$ cat src/design/bhs_params.svh
// Purpose: Offsets, field positions, reset values and timing counts of the brake sequencer
// Assumes: Included by bare name from design files
// Notes:   Definitions only
`ifndef BHS_PARAMS_SVH
`define BHS_PARAMS_SVH

// ****************************************
// Register byte offsets
// ****************************************
`define BHS_OFF_CFG     8'h00
`define BHS_OFF_OPEN    8'h04
`define BHS_OFF_CLOSE   8'h08
`define BHS_OFF_THRESH  8'h0C
`define BHS_OFF_WATCH   8'h10
`define BHS_OFF_INHIB   8'h14
`define BHS_OFF_DOUT    8'h18
`define BHS_OFF_STATUS  8'h1C

// ****************************************
// Field positions
// ****************************************
`define BHS_DOUT2_LSB   8
`define BHS_ST_HOLD     4
`define BHS_ST_PERMIT   5
`define BHS_ST_STILL    6
`define BHS_ST_MODE_LSB 8

// ****************************************
// Configuration codes
// ****************************************
`define BHS_CFG_NONE    2'h0
`define BHS_CFG_SEQ     2'h1
`define BHS_CFG_OPEN    2'h2

// ****************************************
// Reset values and limits
// ****************************************
`define BHS_RST_OPEN_MS  14'h0064
`define BHS_RST_CLOSE_MS 14'h0064
`define BHS_RST_THRESH   18'h00014
`define BHS_RST_WATCH    9'h12C
`define BHS_RST_INHIB    9'h000
`define BHS_RST_DOUT1    4'h2
`define BHS_RST_DOUT2    4'h9
`define BHS_MAX_DELAY_MS 14'h2710
`define BHS_MAX_THRESH   18'h33450
`define BHS_MAX_WATCH    9'h12C
`define BHS_MAX_INHIB    9'h12B
`define BHS_FN_MIN       4'h1
`define BHS_FN_MAX       4'hE
`define BHS_FN_BRAKE     4'hB

// ****************************************
// Timing
// ****************************************
`define BHS_CLK_HZ        125000000
`define BHS_TICK_MS       1
`define BHS_CYCLES_PER_MS (`BHS_CLK_HZ / 1000 * `BHS_TICK_MS)
`define BHS_MS_PER_S      1000

`endif

$ cat src/design/bhs_pkg.sv
// Purpose: Types shared by the brake sequencer
// Assumes: Nothing
// Notes:   Constants live in bhs_params.svh
`default_nettype none
package bhs_pkg;
  typedef enum logic [2:0] {
    ST_HELD,
    ST_OPENING,
    ST_RUN,
    ST_STOPPING,
    ST_CLOSING
  } bhs_state_t;
endpackage : bhs_pkg
`default_nettype wire

$ cat src/design/bhs_tick_if.sv
// Purpose: Millisecond and second ticks between prescaler and sequencer
// Assumes: Single clock domain
// Notes:   restart realigns the tick phase
`default_nettype none
interface bhs_tick_if;
  logic restart;
  logic ms_tick;
  logic s_tick;
  modport gen  (input restart, output ms_tick, output s_tick);
  modport user (output restart, input ms_tick, input s_tick);
endinterface : bhs_tick_if
`default_nettype wire

$ cat src/design/bhs_brake_seq.sv
// Purpose: Motor holding brake sequencer with Wishbone register access
// Assumes: All drive inputs are synchronous to clk
// Notes:   Brake and permission outputs are registered; in sequencing mode permission rises after the opening delay, or at once if servo on drops during it
//
// Functional notes
// Brake-hold output is high while the brake holds the shaft.
// Brake-hold output is low while the brake lets the shaft turn.
// With a brake port, supply is on to release and off to engage.
// Without a brake port, relay drive is off engaged and on released.
// Two digital outputs take functions 1 to 14; defaults fault and overload.
// Configuration 0 means no brake and no sequencing; reset default.
// Configuration 2 keeps the brake released whatever the servo state.
// Configuration 1 releases on control bit 0 rising, engages at servo off.
// Opening delay 0 to 10000 ms allowed for the brake to release.
// Closing delay 0 to 10000 ms allowed for the brake to engage.
// Standstill when speed is below a threshold, 0 to 210000 rpm, default 20.
// Standstill wait bounded by a watch time 0 to 300 s, default 300.
// Pulse inhibit delay 0 to 299 s, default 0.
// Closing delay starts when the shorter of watch and inhibit expires.
// Absolute encoder sets the brake mode itself; incremental uses the setting.
// Brake engages in the same cycle that motor power is removed; the registered brake-hold output here rises one clock later.
// From reset until release is due, the brake-hold output stays high.
// Run permission waits for the opening delay after release; here it rises at once if control bit 0 falls during that delay.
//
// The address map and the Wishbone slave port are this design's own decisions.
`include "bhs_params.svh"
`default_nettype none
module bhs_brake_seq #(
  parameter int unsigned CYCLES_PER_MS = `BHS_CYCLES_PER_MS
) (
  // Clock and reset
  input  wire logic        clk,
  input  wire logic        reset_n,
  // Wishbone classic slave
  input  wire logic [7:0]  wb_adr_i,
  input  wire logic [31:0] wb_dat_i,
  input  wire logic [3:0]  wb_sel_i,
  input  wire logic        wb_we_i,
  input  wire logic        wb_cyc_i,
  input  wire logic        wb_stb_i,
  output logic      [31:0] wb_dat_o,
  output logic             wb_ack_o,
  // Drive state
  input  wire logic [15:0] drive_control_word_1,
  input  wire logic [17:0] motor_speed_rpm,
  input  wire logic        motor_power_lost,
  input  wire logic        encoder_absolute,
  input  wire logic        motor_brake_fitted,
  input  wire logic        brake_port_fitted,
  input  wire logic [13:0] drive_status_functions,
  // Brake and outputs
  output logic             brake_hold_output,
  output logic             brake_supply_on,
  output logic             brake_relay_on,
  output logic             run_permit,
  output logic             dout1,
  output logic             dout2
);

  // ****************************************
  // Registers
  // ****************************************
  logic [1:0]  brake_config_select;
  logic [13:0] brake_open_delay;
  logic [13:0] brake_close_delay;
  logic [17:0] standstill_speed_threshold;
  logic [8:0]  standstill_watch_time;
  logic [8:0]  pulse_inhibit_delay;
  logic [3:0]  dout1_function_assign;
  logic [3:0]  dout2_function_assign;

  bhs_pkg::bhs_state_t state;
  bhs_pkg::bhs_state_t next_state;
  logic [13:0] ms_elapsed;
  logic [8:0]  s_elapsed;
  logic        cw_bit0_q;
  logic        standstill;

  bhs_tick_if tk ();

  bhs_tick_gen #(
    .CYCLES_PER_MS (CYCLES_PER_MS)
  ) i_bhs_tick_gen (
    .clk     (clk),
    .reset_n (reset_n),
    .tk      (tk)
  );

  // ****************************************
  // Bus decode
  // ****************************************
  wire        bus_req   = wb_cyc_i & wb_stb_i & ~wb_ack_o;
  wire        bus_wr    = bus_req & wb_we_i;
  wire        hit_cfg   = (wb_adr_i == `BHS_OFF_CFG);
  wire        hit_open  = (wb_adr_i == `BHS_OFF_OPEN);
  wire        hit_close = (wb_adr_i == `BHS_OFF_CLOSE);
  wire        hit_thr   = (wb_adr_i == `BHS_OFF_THRESH);
  wire        hit_watch = (wb_adr_i == `BHS_OFF_WATCH);
  wire        hit_inhib = (wb_adr_i == `BHS_OFF_INHIB);
  wire        hit_dout  = (wb_adr_i == `BHS_OFF_DOUT);
  wire        hit_stat  = (wb_adr_i == `BHS_OFF_STATUS);
  wire [31:0] lane_mask = {{8{wb_sel_i[3]}}, {8{wb_sel_i[2]}}, {8{wb_sel_i[1]}}, {8{wb_sel_i[0]}}};

  // ****************************************
  // Read view and byte-lane merge
  // ****************************************
  wire [31:0] rd_cfg   = {30'h0, brake_config_select};
  wire [31:0] rd_open  = {18'h0, brake_open_delay};
  wire [31:0] rd_close = {18'h0, brake_close_delay};
  wire [31:0] rd_thr   = {14'h0, standstill_speed_threshold};
  wire [31:0] rd_watch = {23'h0, standstill_watch_time};
  wire [31:0] rd_inhib = {23'h0, pulse_inhibit_delay};
  wire [31:0] rd_dout  = {20'h0, dout2_function_assign, 4'h0, dout1_function_assign};
  wire [1:0]  eff_cfg;
  wire [31:0] rd_stat;
  assign rd_stat[2:0] = state;
  assign rd_stat[3] = 1'b0;
  assign rd_stat[`BHS_ST_HOLD] = brake_hold_output;
  assign rd_stat[`BHS_ST_PERMIT] = run_permit;
  assign rd_stat[`BHS_ST_STILL] = standstill;
  assign rd_stat[7] = 1'b0;
  assign rd_stat[`BHS_ST_MODE_LSB +: 2] = eff_cfg;
  assign rd_stat[31:10] = 22'h0;

  wire [31:0] rd_mux = hit_cfg   ? rd_cfg   :
                       hit_open  ? rd_open  :
                       hit_close ? rd_close :
                       hit_thr   ? rd_thr   :
                       hit_watch ? rd_watch :
                       hit_inhib ? rd_inhib :
                       hit_dout  ? rd_dout  :
                       hit_stat  ? rd_stat  : 32'h0;

  wire [31:0] wm_cfg   = (rd_cfg   & ~lane_mask) | (wb_dat_i & lane_mask);
  wire [31:0] wm_open  = (rd_open  & ~lane_mask) | (wb_dat_i & lane_mask);
  wire [31:0] wm_close = (rd_close & ~lane_mask) | (wb_dat_i & lane_mask);
  wire [31:0] wm_thr   = (rd_thr   & ~lane_mask) | (wb_dat_i & lane_mask);
  wire [31:0] wm_watch = (rd_watch & ~lane_mask) | (wb_dat_i & lane_mask);
  wire [31:0] wm_inhib = (rd_inhib & ~lane_mask) | (wb_dat_i & lane_mask);
  wire [31:0] wm_dout  = (rd_dout  & ~lane_mask) | (wb_dat_i & lane_mask);

  // ****************************************
  // Clamped next values
  // ****************************************
  // Out-of-range delays, threshold and times saturate; configuration code 3 in bits 1:0 keeps the current value and bits above 1 are ignored
  wire [1:0]  wv_cfg   = (wm_cfg[1:0] > `BHS_CFG_OPEN) ? brake_config_select : wm_cfg[1:0];
  wire [13:0] wv_open  = (wm_open[31:14] != 18'h0 || wm_open[13:0] > `BHS_MAX_DELAY_MS) ?
                         `BHS_MAX_DELAY_MS : wm_open[13:0];
  wire [13:0] wv_close = (wm_close[31:14] != 18'h0 || wm_close[13:0] > `BHS_MAX_DELAY_MS) ?
                         `BHS_MAX_DELAY_MS : wm_close[13:0];
  wire [17:0] wv_thr   = (wm_thr[31:18] != 14'h0 || wm_thr[17:0] > `BHS_MAX_THRESH) ?
                         `BHS_MAX_THRESH : wm_thr[17:0];
  wire [8:0]  wv_watch = (wm_watch[31:9] != 23'h0 || wm_watch[8:0] > `BHS_MAX_WATCH) ?
                         `BHS_MAX_WATCH : wm_watch[8:0];
  wire [8:0]  wv_inhib = (wm_inhib[31:9] != 23'h0 || wm_inhib[8:0] > `BHS_MAX_INHIB) ?
                         `BHS_MAX_INHIB : wm_inhib[8:0];
  wire [3:0]  wd1      = wm_dout[3:0];
  wire [3:0]  wd2      = wm_dout[`BHS_DOUT2_LSB +: 4];
  wire        wd1_ok   = (wd1 >= `BHS_FN_MIN) && (wd1 <= `BHS_FN_MAX);
  wire        wd2_ok   = (wd2 >= `BHS_FN_MIN) && (wd2 <= `BHS_FN_MAX);

  // ****************************************
  // Bus slave
  // ****************************************
  always_ff @(posedge clk) begin
    if (!reset_n) begin
      wb_ack_o <= 1'b0;
      wb_dat_o <= 32'h0;
    end else begin
      wb_ack_o <= bus_req;
      wb_dat_o <= bus_req ? rd_mux : 32'h0;
    end
  end

  always_ff @(posedge clk) begin
    if (!reset_n) begin
      brake_config_select        <= `BHS_CFG_NONE;
      brake_open_delay           <= `BHS_RST_OPEN_MS;
      brake_close_delay          <= `BHS_RST_CLOSE_MS;
      standstill_speed_threshold <= `BHS_RST_THRESH;
      standstill_watch_time      <= `BHS_RST_WATCH;
      pulse_inhibit_delay        <= `BHS_RST_INHIB;
      dout1_function_assign      <= `BHS_RST_DOUT1;
      dout2_function_assign      <= `BHS_RST_DOUT2;
    end else if (bus_wr) begin
      if (hit_cfg)   brake_config_select        <= wv_cfg;
      if (hit_open)  brake_open_delay           <= wv_open;
      if (hit_close) brake_close_delay          <= wv_close;
      if (hit_thr)   standstill_speed_threshold <= wv_thr;
      if (hit_watch) standstill_watch_time      <= wv_watch;
      if (hit_inhib) pulse_inhibit_delay        <= wv_inhib;
      if (hit_dout && wd1_ok) dout1_function_assign <= wd1;
      if (hit_dout && wd2_ok) dout2_function_assign <= wd2;
    end
  end

  // ****************************************
  // Mode and sequence conditions
  // ****************************************
  // Absolute encoders report whether the motor carries a brake
  assign eff_cfg = encoder_absolute ? (motor_brake_fitted ? `BHS_CFG_SEQ : `BHS_CFG_NONE)
                                    : brake_config_select;

  wire seq_mode   = (eff_cfg == `BHS_CFG_SEQ);
  wire servo_req  = drive_control_word_1[0];
  wire servo_rise = servo_req & ~cw_bit0_q;
  wire still_now  = motor_speed_rpm < standstill_speed_threshold;
  wire watch_done = s_elapsed >= standstill_watch_time;
  wire inhib_done = s_elapsed >= pulse_inhibit_delay;
  // Standstill or either timer ending first starts the closing delay
  wire stop_done  = standstill | watch_done | inhib_done;
  wire open_done  = ms_elapsed >= brake_open_delay;
  wire close_done = ms_elapsed >= brake_close_delay;

  // ****************************************
  // Next state
  // ****************************************
  always_comb begin
    next_state = state;
    if (!seq_mode || motor_power_lost) begin
      next_state = bhs_pkg::ST_HELD;
    end else begin
      unique case (state)
        bhs_pkg::ST_HELD: begin
          if (servo_rise) next_state = bhs_pkg::ST_OPENING;
        end
        bhs_pkg::ST_OPENING: begin
          if (!servo_req) next_state = bhs_pkg::ST_STOPPING;
          else if (open_done) next_state = bhs_pkg::ST_RUN;
        end
        bhs_pkg::ST_RUN: begin
          if (!servo_req) next_state = bhs_pkg::ST_STOPPING;
        end
        bhs_pkg::ST_STOPPING: begin
          if (stop_done) next_state = bhs_pkg::ST_CLOSING;
        end
        bhs_pkg::ST_CLOSING: begin
          if (close_done) next_state = bhs_pkg::ST_HELD;
        end
        // Codes 5 to 7 are unreachable; should one appear, hold the brake
        default: next_state = bhs_pkg::ST_HELD;
      endcase
    end
  end

  // A state change realigns ticks and clears elapsed time
  assign tk.restart = (next_state != state);

  // ****************************************
  // Output decisions
  // ****************************************
  // Brake held in idle and while closing; released while opening, running, stopping
  wire seq_release = (next_state == bhs_pkg::ST_OPENING) ||
                     (next_state == bhs_pkg::ST_RUN) ||
                     (next_state == bhs_pkg::ST_STOPPING);
  // Power stays on through the closing delay so the load is held until the brake bites
  wire seq_permit  = (next_state == bhs_pkg::ST_RUN) ||
                     (next_state == bhs_pkg::ST_STOPPING) ||
                     (next_state == bhs_pkg::ST_CLOSING);
  wire next_release = motor_power_lost ? 1'b0 :
                      (eff_cfg == `BHS_CFG_OPEN) ? 1'b1 :
                      seq_mode ? seq_release : 1'b0;
  wire next_permit  = motor_power_lost ? 1'b0 :
                      seq_mode ? seq_permit : servo_req;

  // ****************************************
  // Output functions
  // ****************************************

  // Function n sits at bit n-1; the brake-hold function replaces its input bit
  logic [13:0] fn_vec;
  logic [1:0]  dout_q;
  wire  [3:0]  fn_sel [2];
  assign fn_sel[0] = dout1_function_assign - `BHS_FN_MIN;
  assign fn_sel[1] = dout2_function_assign - `BHS_FN_MIN;

  genvar gi;
  generate
    for (gi = 0; gi < 14; gi++) begin : g_fn
      if (gi + 1 == `BHS_FN_BRAKE) begin : g_brake
        assign fn_vec[gi] = brake_hold_output;
      end else begin : g_other
        assign fn_vec[gi] = drive_status_functions[gi];
      end
    end
    for (gi = 0; gi < 2; gi++) begin : g_dout
      always_ff @(posedge clk) begin
        if (!reset_n) dout_q[gi] <= 1'b0;
        else dout_q[gi] <= fn_vec[fn_sel[gi]];
      end
    end
  endgenerate

  assign dout1 = dout_q[0];
  assign dout2 = dout_q[1];

  // ****************************************
  // Sequencer state
  // ****************************************
  always_ff @(posedge clk) begin
    if (!reset_n) begin
      state      <= bhs_pkg::ST_HELD;
      cw_bit0_q  <= 1'b0;
      standstill <= 1'b0;
    end else begin
      state      <= next_state;
      cw_bit0_q  <= servo_req;
      standstill <= still_now;
    end
  end

  // ****************************************
  // Delay timers
  // ****************************************

  always_ff @(posedge clk) begin
    if (!reset_n || tk.restart) begin
      ms_elapsed <= 14'h0000;
      s_elapsed  <= 9'h000;
    end else begin
      if (tk.ms_tick && ms_elapsed != 14'h3FFF) ms_elapsed <= ms_elapsed + 14'h0001;
      if (tk.s_tick && s_elapsed != 9'h1FF) s_elapsed <= s_elapsed + 9'h001;
    end
  end

  // ****************************************
  // Brake drive
  // ****************************************
  always_ff @(posedge clk) begin
    if (!reset_n) begin
      brake_hold_output <= 1'b1;
      brake_supply_on   <= 1'b0;
      brake_relay_on    <= 1'b0;
      run_permit        <= 1'b0;
    end else begin
      brake_hold_output <= ~next_release; // see see
      brake_supply_on   <= next_release & brake_port_fitted;
      brake_relay_on    <= next_release & ~brake_port_fitted;
      run_permit        <= next_permit; // see
    end
  end

endmodule : bhs_brake_seq
`default_nettype wire

$ cat src/design/bhs_tick_gen.sv
// Purpose: Prescaler giving millisecond and second ticks
// Assumes: clk at the rate set by CYCLES_PER_MS
// Notes:   Restart clears the phase so a delay counts whole periods
`include "bhs_params.svh"
`default_nettype none
module bhs_tick_gen #(
  parameter int unsigned CYCLES_PER_MS = `BHS_CYCLES_PER_MS
) (
  // Clock and reset
  input wire logic clk,
  input wire logic reset_n,
  // Ticks
  bhs_tick_if.gen  tk
);
  logic [31:0] cyc_cnt;
  logic [9:0]  ms_cnt;
  wire         cyc_end = (cyc_cnt == CYCLES_PER_MS - 1);
  wire         ms_end  = (ms_cnt == 10'(`BHS_MS_PER_S - 1));

  always_ff @(posedge clk) begin
    if (!reset_n || tk.restart) begin
      cyc_cnt    <= 32'h0;
      ms_cnt     <= 10'h000;
      tk.ms_tick <= 1'b0;
      tk.s_tick  <= 1'b0;
    end else begin
      cyc_cnt    <= cyc_end ? 32'h0 : cyc_cnt + 32'h1;
      ms_cnt     <= !cyc_end ? ms_cnt : (ms_end ? 10'h000 : ms_cnt + 10'h001);
      tk.ms_tick <= cyc_end;
      tk.s_tick  <= cyc_end && ms_end;
    end
  end
endmodule : bhs_tick_gen
`default_nettype wire

$ cat config.mk
export PLATFORM = sky130hd
export DESIGN_NAME = bhs_brake_seq
export DESIGN_NICKNAME = d
export VERILOG_FILES = /design/src/design/bhs_pkg.sv /design/src/design/bhs_tick_if.sv /design/src/design/bhs_brake_seq.sv /design/src/design/bhs_tick_gen.sv
export VERILOG_INCLUDE_DIRS = /design/src /design/src/design
export SDC_FILE = /design/constraint.sdc
export NUM_CORES = 1
export LEC_CHECK = 0
export BUFFER_PORTS_ARGS = -buffer_cell sky130_fd_sc_hd__buf_2
export CORE_MARGIN = 2
export CORE_UTILIZATION = 50
export DETAILED_ROUTE_END_ITERATION = 8
export PLACE_DENSITY = 0.7
export SYNTH_ARGS = -nofsm -noshare
export SYNTH_HDL_FRONTEND = slang
export SYNTH_HIERARCHICAL = 1
export SYNTH_SLANG_ARGS = --single-unit
$ cat constraint.sdc
create_clock -name clk -period 2.95 [get_ports clk]
set_clock_uncertainty 0.1 [all_clocks]
set_input_delay 0.295 -clock clk [delete_from_list [all_inputs] [get_ports clk]]
set_output_delay 0.295 -clock clk [all_outputs]
set_load 0.05 [all_outputs]
Yosys cells after proc, flatten, opt, wreduce, memory -nomap -nowiden
Index checks and enable logic that the tools add are counted.
{"block": "word_totals", "ff_bits": 185, "word_cells": 177, "in_bits": 101, "output_inout_bits": 39}
{"block": "op_classes", "muxes": 32, "n_lt_le_gt_ge": 17, "n_bitwise": 31, "add_sub_neg": 6, "eq_ne": 22, "reduce_logical": 41}
{"cell": "32-bit OR", "count": 5}
{"cell": "14-bit by 32-bit AND with 32-bit output", "count": 2}
{"cell": "9-bit by 32-bit AND with 32-bit output", "count": 2}
{"cell": "14-bit 2-to-1 mux", "count": 4}
{"cell": "23-bit nonzero test", "count": 2}
{"cell": "12-bit 2-to-1 mux", "count": 3}
{"cell": "18-bit 2-to-1 mux", "count": 2}
{"cell": "18-bit nonzero test", "count": 2}
{"cell": "32-bit by 1-bit adder with 32-bit output (second input constant)", "count": 1}
{"cell": "18-bit by 32-bit AND with 32-bit output", "count": 1}
{"cell": "32-bit AND", "count": 1}
{"cell": "32-bit by 17-bit == test with 1-bit output (second input constant)", "count": 1}
{"cell": "8-bit by 5-bit == test with 1-bit output (second input constant)", "count": 4}
{"cell": "32-bit NOT", "count": 1}
{"cell": "14-bit >= comparator", "count": 2}
{"cell": "14-bit > comparator (second input constant)", "count": 2}
{"cell": "3-bit 2-to-1 mux", "count": 7}
{"cell": "10-bit 2-to-1 mux", "count": 2}
{"cell": "9-bit >= comparator", "count": 2}
{"cell": "18-bit > comparator (second input constant)", "count": 1}
{"cell": "9-bit > comparator (second input constant)", "count": 2}
{"cell": "18-bit less-than comparator", "count": 1}
{"cell": "9-bit 2-to-1 mux", "count": 2}
{"cell": "8-bit by 4-bit == test with 1-bit output (second input constant)", "count": 2}
{"cell": "other kinds (41)", "count": 95}

Depth between registers and ports, before layout
Gate-level depths: netlist of the first run.
{"block": "depth", "depth_word": 13, "ltp_mapped": 12, "mapped_depth_nobuf": 11}

Hierarchy
The synthesis of the first run kept the hierarchy.
{"mod": "bhs_brake_seq", "area_per_inst_um2": 7837.5, "instances": 1, "cells_each": 932}
{"mod": "bhs_tick_gen", "area_per_inst_um2": 2089.5, "instances": 1, "cells_each": 241}

Worst setup path after synthesis of the first run
OpenSTA, ideal clock, no wires.
{"block": "synth_path", "path_type": "register to register", "start": "register ms_elapsed[0]", "end": "register i_bhs_tick_gen.cyc_cnt[13]", "setup_slack_ns": 0.292, "path_stages_with_launch": 13, "t_arrival_ns": 2.493, "path_buffers": 1, "required_ns": 2.786, "setup_time_ns": 0.064, "path_cell_list": "dfxtp_1 -> inv_1 -> ha_1 -> nor3b_1 -> nor2_1 -> o31ai_1 -> a221oi_1 -> o311ai_0 -> o211ai_1 -> nand2b_1 -> nand2b_1 -> buf_2 -> nor2_1"}
{"block": "synth_via", "elab_chain_len": 8, "elab_cells_between_ends": 10}
{"element": "start, declared", "line_no": "bhs_brake_seq.sv:74", "text": "logic [13:0] ms_elapsed;"}
{"element": "start signal, assigned", "line_no": "bhs_brake_seq.sv:321", "text": "if (tk.ms_tick && ms_elapsed != 14'h3FFF) ms_elapsed <= ms_elapsed + 14'h0001;"}
{"element": "14-bit >= comparator", "line_no": "bhs_brake_seq.sv:212", "text": "wire open_done = ms_elapsed >= brake_open_delay;"}
{"element": "3-bit 2-to-1 mux", "line_no": "bhs_brake_seq.sv:229", "text": "else if (open_done) next_state = bhs_pkg::ST_RUN;"}
{"element": "3-bit 2-to-1 mux", "line_no": "bhs_brake_seq.sv:228", "text": "if (!servo_req) next_state = bhs_pkg::ST_STOPPING;"}
{"element": "3-bit one-hot mux with 5 select lines *", "line_no": "bhs_brake_seq.sv:223", "text": "unique case (state)"}
{"element": "3-bit 2-to-1 mux *", "line_no": "bhs_brake_seq.sv:220", "text": "if (!seq_mode || motor_power_lost) begin"}
{"element": "3-bit != test *", "line_no": "bhs_brake_seq.sv:247", "text": "assign tk.restart = (next_state != state);"}
{"element": "named net tk.restart", "line_no": "bhs_tick_if.sv:6", "text": "logic restart;"}
{"element": "1-bit logical OR *", "line_no": "bhs_tick_gen.sv:21", "text": "if (!reset_n || tk.restart) begin"}
{"element": "2-bit OR reduction (no source line) *"}
{"element": "end signal, assigned", "line_no": "bhs_tick_gen.sv:27", "text": "cyc_cnt <= cyc_end ? 32'h0 : cyc_cnt + 32'h1;"}
{"element": "end, declared", "line_no": "bhs_tick_gen.sv:15", "text": "logic [31:0] cyc_cnt;"}
The timed path passes the listed nets; every way through them passes the cells marked *.
A chain may end at the register's enable or synchronous reset.

Worst setup path after layout of the first run
{"block": "layout_path", "start": "register ms_elapsed[0]", "end": "register i_bhs_tick_gen.cyc_cnt[31]"}
Same word-level chain as after synthesis.

==> results of run 1 <==
## power by group through the flow
stage	clock network [mW]	logic, mW	registers, mW
floorplan	0	0.235	2.39
finish	2.22	0.410	2.33
global placement	0	0.395	2.38
global route	2.35	0.440	2.32
detailed placement	0	0.401	2.38
CTS	2.26	0.403	2.33
## layout make-up
class	count	area [µm²]
clock buffers	21	470
clock inverters	11	111
fillers	1736	7930
inverters	93	349
multi-input cells	865	5920
flip-flops and latches	171	3420
well taps	265	332
repair buffers	157	931
## Yosys cell counts (7+ instances only)
library cell,count,area share [%]
a32oi_1,7,0.62
nand3_1,46,2.3
nor3_1,32,1.6
o221a_2,11,1.2
ha_1,70,8.8
and3_1,12,0.76
o21ai_1,11,0.55
dfxtp_1,171,34
a22oi_1,8,0.61
a21oi_1,55,2.8
or3_1,19,1.2
nor2_1,131,5.0
a31oi_1,8,0.50
nor4_1,19,1.2
a211oi_1,13,0.98
and2_1,9,0.57
nand4_1,23,1.4
o21a_1,10,0.76
a32o_1,10,1.0
mux2i_1,15,1.5
a222oi_1,8,0.81
nand2b_1,10,0.63
xnor2_1,24,2.1
buf_4,14,1.1
inv_1,91,3.4
clkbuf_1,32,1.2
and4_1,8,0.71
nand2_1,80,3.0
o211ai_1,7,0.53
a21o_1,9,0.68
xor2_1,28,2.5
o211a_1,7,0.71
o21ai_0,44,2.2
o32ai_1,11,0.97
mux4_2,7,1.6
## per-stage QoR
| step | std cells | setup WS, ns |
|---|---|---|
| 5_1_grt | 1583 | 0.0421 |
| 4_1_cts | 1583 | 0.0735 |
| 3_5_place_dp | 1551 | 0.0622 |
| 6_report | 1583 | 0.158 |
| 2_1_floorplan | 1186 | 0.292 |
| 3_3_place_gp | 1551 | 0.0833 |
## registers in the layout, indices dropped and copies added (netlist names), 2 cells and up
name	flops
standstill_speed_threshold	18
s_elapsed	9
dout2_function_assign	4
i_bhs_tick_gen/cyc_cnt	32
state	3
dout1_function_assign	4
i_bhs_tick_gen/ms_cnt	10
brake_close_delay	14
standstill_watch_time	9
brake_config_select	2
ms_elapsed	14
pulse_inhibit_delay	9
wb_dat_o	18
brake_open_delay	14
## cell families (layout without fill, tap and decap cells)
logic type      count (synthesis)  in the layout  share of synthesized area, %
compound gates                277            277                          20.2
xor+xnor                       52             52                          4.59
fa+ha+maj                      70             70                          8.82
buf+inv                       150            282                          6.43
flops                         171            171                          34.5
mux                            24             24                          3.33
other cells                     1             14                        0.0378
simple gates                  428            428                          22.2
## worst max-delay path: stages, from the launching register on
cell and delay (ns):
dfxtp_1 0.36, inv_1 0.10, ha_1 0.28, nor3b_1 0.20, nor2_1 0.07, o31ai_1 0.27
a221oi_1 0.20, o311ai_1 0.31, o211ai_1 0.17, nand2b_1 0.18, nand2b_1 0.18, buf_12 0.19
a21oi_1 0.12
## per-layer routing
metal  global-route usage (%)  part of all wire, %
met4                     11.2                  3.7
met1                     34.9                   42
met5                        0                0.045
met3                     5.28                  8.0
met2                     45.6                   46
## final timing paths
path | to | depth (start not counted) | from
worst max register to register | i_bhs_tick_gen/cyc_cnt[31] | 12 | ms_elapsed[0]
worst min-delay path | brake_supply_on | 2 | brake_port_fitted
worst min register to register | i_bhs_tick_gen/cyc_cnt[0] | 1 | i_bhs_tick_gen/cyc_cnt[0]
worst max-delay path | i_bhs_tick_gen/cyc_cnt[31] | 12 | ms_elapsed[0]
==> metrics, run 1 <==
status=finished, final reports clean; net switching power=~1.3 mW; Final Hold Vio Count=0; initial antenna violation count=1; setup TNS=0 ns; commonest non-fill, non-tap cell in the layout=dfxtp_1; PnR Total Power=~5.0 mW; WL final=around 29 mm; largest net degree at the start of global routing=36; Top Ports=140; drt pass-1 iters=6; Total GRT Usage=about 27%; area delta synth->final=16.2%; combinational share of power=slightly above 8%; EDFF count, synth=0; first-pass GRT wire length=between 40 and 50 mm; Tightest Pin Transition=around 0.67 ns; internal power=3.69 mW; cts hold-fix bufs=0; worst min-delay path class=primary input to flip-flop; Reg power frac=about 47%; Tmin final=between 2 and 3 ns; hold_ws=approximately 0.010 ns; antenna-violating nets left=0; Post-Synthesis Cell Area=about 0.01 mm²; Die ar.=0.0210 mm²; Post-Syn Area per Cell=approximately 8.5 µm²; std cell rows=51; worst endpoint required time=roughly 3.2 ns; Cell variety after synth=82; clock latency on the worst-skew pair=0.43 ns; YS warnings=6; Core ar.=around 0.019 mm²; highest clock rate=approximately 360 MHz; FF+latch count, synth=about 170; relative slew slack=between 50 and 60%; sequential-to-total area share from yosys stat=34.5%; nets=~1500; RSZ-0062 raised after global routing=false; Final Util=between 50% and 60%; HPWL after DPL=~22 mm; Setup crit end kind=flip-flop; largest buffer count on any clock path=2; cts bufs inserted=17; ANT cells=0; Post-synth ARST share=0%; routed vias=roughly 9400; H-tree levels=4; LEAKAGE=roughly 4.7 nW; Pwr per Cell Area=429 mW/mm²; drt via density=roughly 6.0; Die Wd=~140 µm; Die H=around 140 µm; Remaining DRCs=0; final number of setup-violating endpoints=0; Worst VDD drop=408 µV; fin crit share=between 90% and 100%; ys flop type=dfxtp_1; Iter 0 DRT Violations=between 800 and 900; Reg2Reg Setup Slack=approximately 0.16 ns; post-CTS sizing=0; Startpoint Class=flip-flop; CP Max Fanout=31; leading cell types in the layout, fill and taps excluded=dfxtp_1 (171), nor2_1 (131), buf_2 (109); Setup CP Type=flip-flop to flip-flop; CTS tree=yes; Slew Viols, Final=0; Worst Path Arrival=just over 3 ns; routability congestion estimate=0.993; DR WL/cell=18.1 µm; Starting Density=between 50 and 60%; design area=0.0115 mm²; vias in the first global route=roughly 9000; share of cells above drive strength 1=16.9%; grt ovf=0; Max Cap Viol=0; postcts setup bufs=0; Area after DPL=between 0.01 and 0.015 mm²; switching share of power=around 25%; clock group share of total power=between 40% and 50%; clock-pin slew on the worst setup and hold paths=~0.070 ns; synthesized instance count=1173; CTS root buf=clkbuf_16; PortBufs=around 110; clock sinks=about 170
(Power assumes the default switching activity.)
==> run 2: changes to the inputs <==
--- a/config.mk
+++ b/config.mk
@@ -7,7 +7,7 @@
 export NUM_CORES = 1
 export LEC_CHECK = 0
 export BUFFER_PORTS_ARGS = -buffer_cell sky130_fd_sc_hd__buf_2
-export CORE_MARGIN = 2
+export CORE_MARGIN = 1.5
 export CORE_UTILIZATION = 50
 export DETAILED_ROUTE_END_ITERATION = 8
 export PLACE_DENSITY = 0.7
@@ -15,3 +15,4 @@
 export SYNTH_HDL_FRONTEND = slang
 export SYNTH_HIERARCHICAL = 1
 export SYNTH_SLANG_ARGS = --single-unit
+export TNS_END_PERCENT = 30
==> run 2 against run 1 <==
  * Core utilization down 0.058 points
  * Clock power about the same
  * Routed wire length down 1.8%
  * Largest cell class unchanged
  * Die area down 1.4%
  * Critical path type unchanged
  * Via count down 1.1%
  * Global-route usage up 0.25 points
  * Sequential power about the same
  * Count of clock-buffer cells in the layout unchanged
  * Power down 0.50%
  * Combinational power down 1%
  * Non-clock buffer count up 1
==> metrics, run 2 (synthesis gave the netlist of run 1 again) <==
CTS tree=yes (unchanged); drt via density=5.88 (was 5.96); leading cell types in the layout, fill and taps excluded=dfxtp_1 (171), nor2_1 (131), buf_2 (109) (unchanged); share of cells above drive strength 1=16.8% (was 16.9%); status=finished, final reports clean (unchanged); hold_sp=wb_dat_i[14] (was brake_port_fitted); Starting Density=51.0% (unchanged); clock latency on the worst-skew pair=0.43 ns (about the same); first-pass GRT wire length=44.2 mm (was 46.4 mm); WL final=28.2 mm (was 28.7 mm); postcts setup bufs=0 (unchanged); max reg flops=32 (unchanged); RSZ-0062 raised after global routing=false (unchanged); routed vias=9326 (was 9427); PortBufs=109 (unchanged); largest buffer count on any clock path=2 (unchanged); LEAKAGE=4.67 nW (was 4.68 nW); CTS root buf=clkbuf_16 (unchanged); Worst VDD drop=405 µV (was 408 µV); DR WL/cell=17.8 µm (was 18.1 µm); clock-pin slew on the worst setup and hold paths=0.07 ns (about the same); Die ar.=0.0207 mm² (was 0.0210 mm²); grt ovf=0 (unchanged); initial antenna violation count=0 (was 1); Total GRT Usage=27.6% (was 27.4%); relative slew slack=56.5% (was 55.3%); commonest non-fill, non-tap cell in the layout=dfxtp_1 (unchanged); nets=1477 (was 1476); design area=0.0115 mm² (about the same); Area after DPL=0.0109 mm² (was 0.0110 mm²); hold_ws=0.0321 ns (was 0.0103 ns); r2r endpoint=i_bhs_tick_gen/cyc_cnt[7] (was i_bhs_tick_gen/cyc_cnt[31]); Setup CP Type=flip-flop to flip-flop (unchanged); routability congestion estimate=1.01 (was 0.993); Setup crit end kind=flip-flop (unchanged); drt pass-1 iters=6 (unchanged); PnR Total Power=4.93 mW (was 4.95 mW); Regs by FF count=i_bhs_tick_gen/cyc_cnt (32), standstill_speed_threshold (18), wb_dat_o (18) (unchanged); setup TNS=0 ns (unchanged); worst min-delay path class=primary input to flip-flop (unchanged); HPWL after DPL=21.9 mm (was 22.3 mm); worst endpoint required time=3.22 ns (about the same); Filler cells=1744 (was 1736); H-tree levels=4 (unchanged); RR Startpoint=ms_elapsed[0] (unchanged); highest clock rate=368 MHz (was 358 MHz); Slew Viols, Final=0 (unchanged); Worst Path Arrival=2.99 ns (was 3.06 ns); cts bufs inserted=17 (unchanged); Remaining DRCs=0 (unchanged); CP Max Fanout=31 (unchanged); FF-to-FF path depth=12 (unchanged); Max Cap Viol=0 (unchanged); vias in the first global route=8561 (was 9015); Pwr per Cell Area=428 mW/mm² (was 429 mW/mm²); largest register by flop count=i_bhs_tick_gen/cyc_cnt (unchanged); hold depth=3 (was 2); Startpoint Class=flip-flop (unchanged); Reg2Reg Setup Slack=0.23 ns (was 0.16 ns); Iter 0 DRT Violations=861 (was 811); fin crit share=92.2% (was 94.7%); antenna-violating nets left=0 (unchanged); Core ar.=0.0195 mm² (unchanged); Die H=144 µm (was 145 µm); area delta synth->final=16.1% (was 16.2%); clock sinks=171 (unchanged); Tmin final=2.72 ns (was 2.79 ns); std cell rows=51 (unchanged); Tightest Pin Transition=0.648 ns (was 0.665 ns); Die Wd=144 µm (was 145 µm); Final Hold Vio Count=0 (unchanged); largest net degree at the start of global routing=36 (unchanged); final number of setup-violating endpoints=0 (unchanged); hold endpoint=standstill_speed_threshold[14] (was brake_supply_on); Top Ports=140 (unchanged)
run 2: worst max-delay path by stage:
stage | slack (ns) | to | startpoint | cells past startpoint
detailed placement | 0.05 | standstill_speed_threshold[13] | wb_dat_i[2] | 8
CTS | 0.11 | i_bhs_tick_gen/cyc_cnt[31] | ms_elapsed[0] | 12
floorplan | 0.29 | i_bhs_tick_gen/cyc_cnt[13] | ms_elapsed[0] | 12
global route | 0.02 | i_bhs_tick_gen/tk.s_tick | brake_open_delay[13] | 12
global placement | 0.10 | standstill_speed_threshold[13] | wb_dat_i[2] | 8
finish | 0.23 | i_bhs_tick_gen/cyc_cnt[7] | ms_elapsed[0] | 12
run 2: worst max-delay path, stage by stage (launching register included):
cell      delay, ns
dfxtp_1        0.35
inv_1          0.10
ha_1           0.28
nor3b_1        0.18
nor2_1         0.07
o31ai_1        0.24
a221oi_1       0.19
o311ai_1       0.31
o211ai_1       0.15
nand2b_1       0.18
nand2b_1       0.19
buf_12         0.19
nor2_1         0.11
run 2: final cells by class:
cell class / instances / area (µm²) / share of cell area [%]
tap: 265 / 332 / 2.88
inverter: 93 / 349 / 3.03
antenna: 1 / 2.50 / 0.0217
timing repair buffer: 158 / 928 / 8.05
multi-input combinational: 865 / 5920 / 51.4
clock inverter: 11 / 110 / 0.955
clock buffer: 21 / 460 / 3.99
sequential: 171 / 3420 / 29.7
run 2: stage by stage:
stage	cells	util (%)	setup slack (ns)
floorplan	1186	-	0.292
global placement	1551	56.2	0.101
detailed placement	1551	56.2	0.0464
CTS	1584	59.2	0.111
global route	1584	59.2	0.0224
finish	1585	59.2	0.231
run 2: layer usage:
layer,track usage (%),vias up,part of all wire [%]
met5,0,-,0
met4,10.7,0,3.3
met3,5.23,61,7.8
met2,46.2,372,47
met1,35.1,4332,42
li1,-,4561,-
run 2: repair_timing:
| item | CTS | global route |
|---|---|---|
| hold endpoints to repair | 1 | 0 |
| hold buffers | 1 | 0 |
| gates resized for setup | 0 | 1 |
| setup endpoints to repair | 0 | 42 |
run 2: power by group:
group          internal [mW]  leakage, nW  switching [mW]
Sequential              2.32         1.38         0.00866
Combinational          0.136         3.02           0.269
Clock                   1.22        0.271           0.978
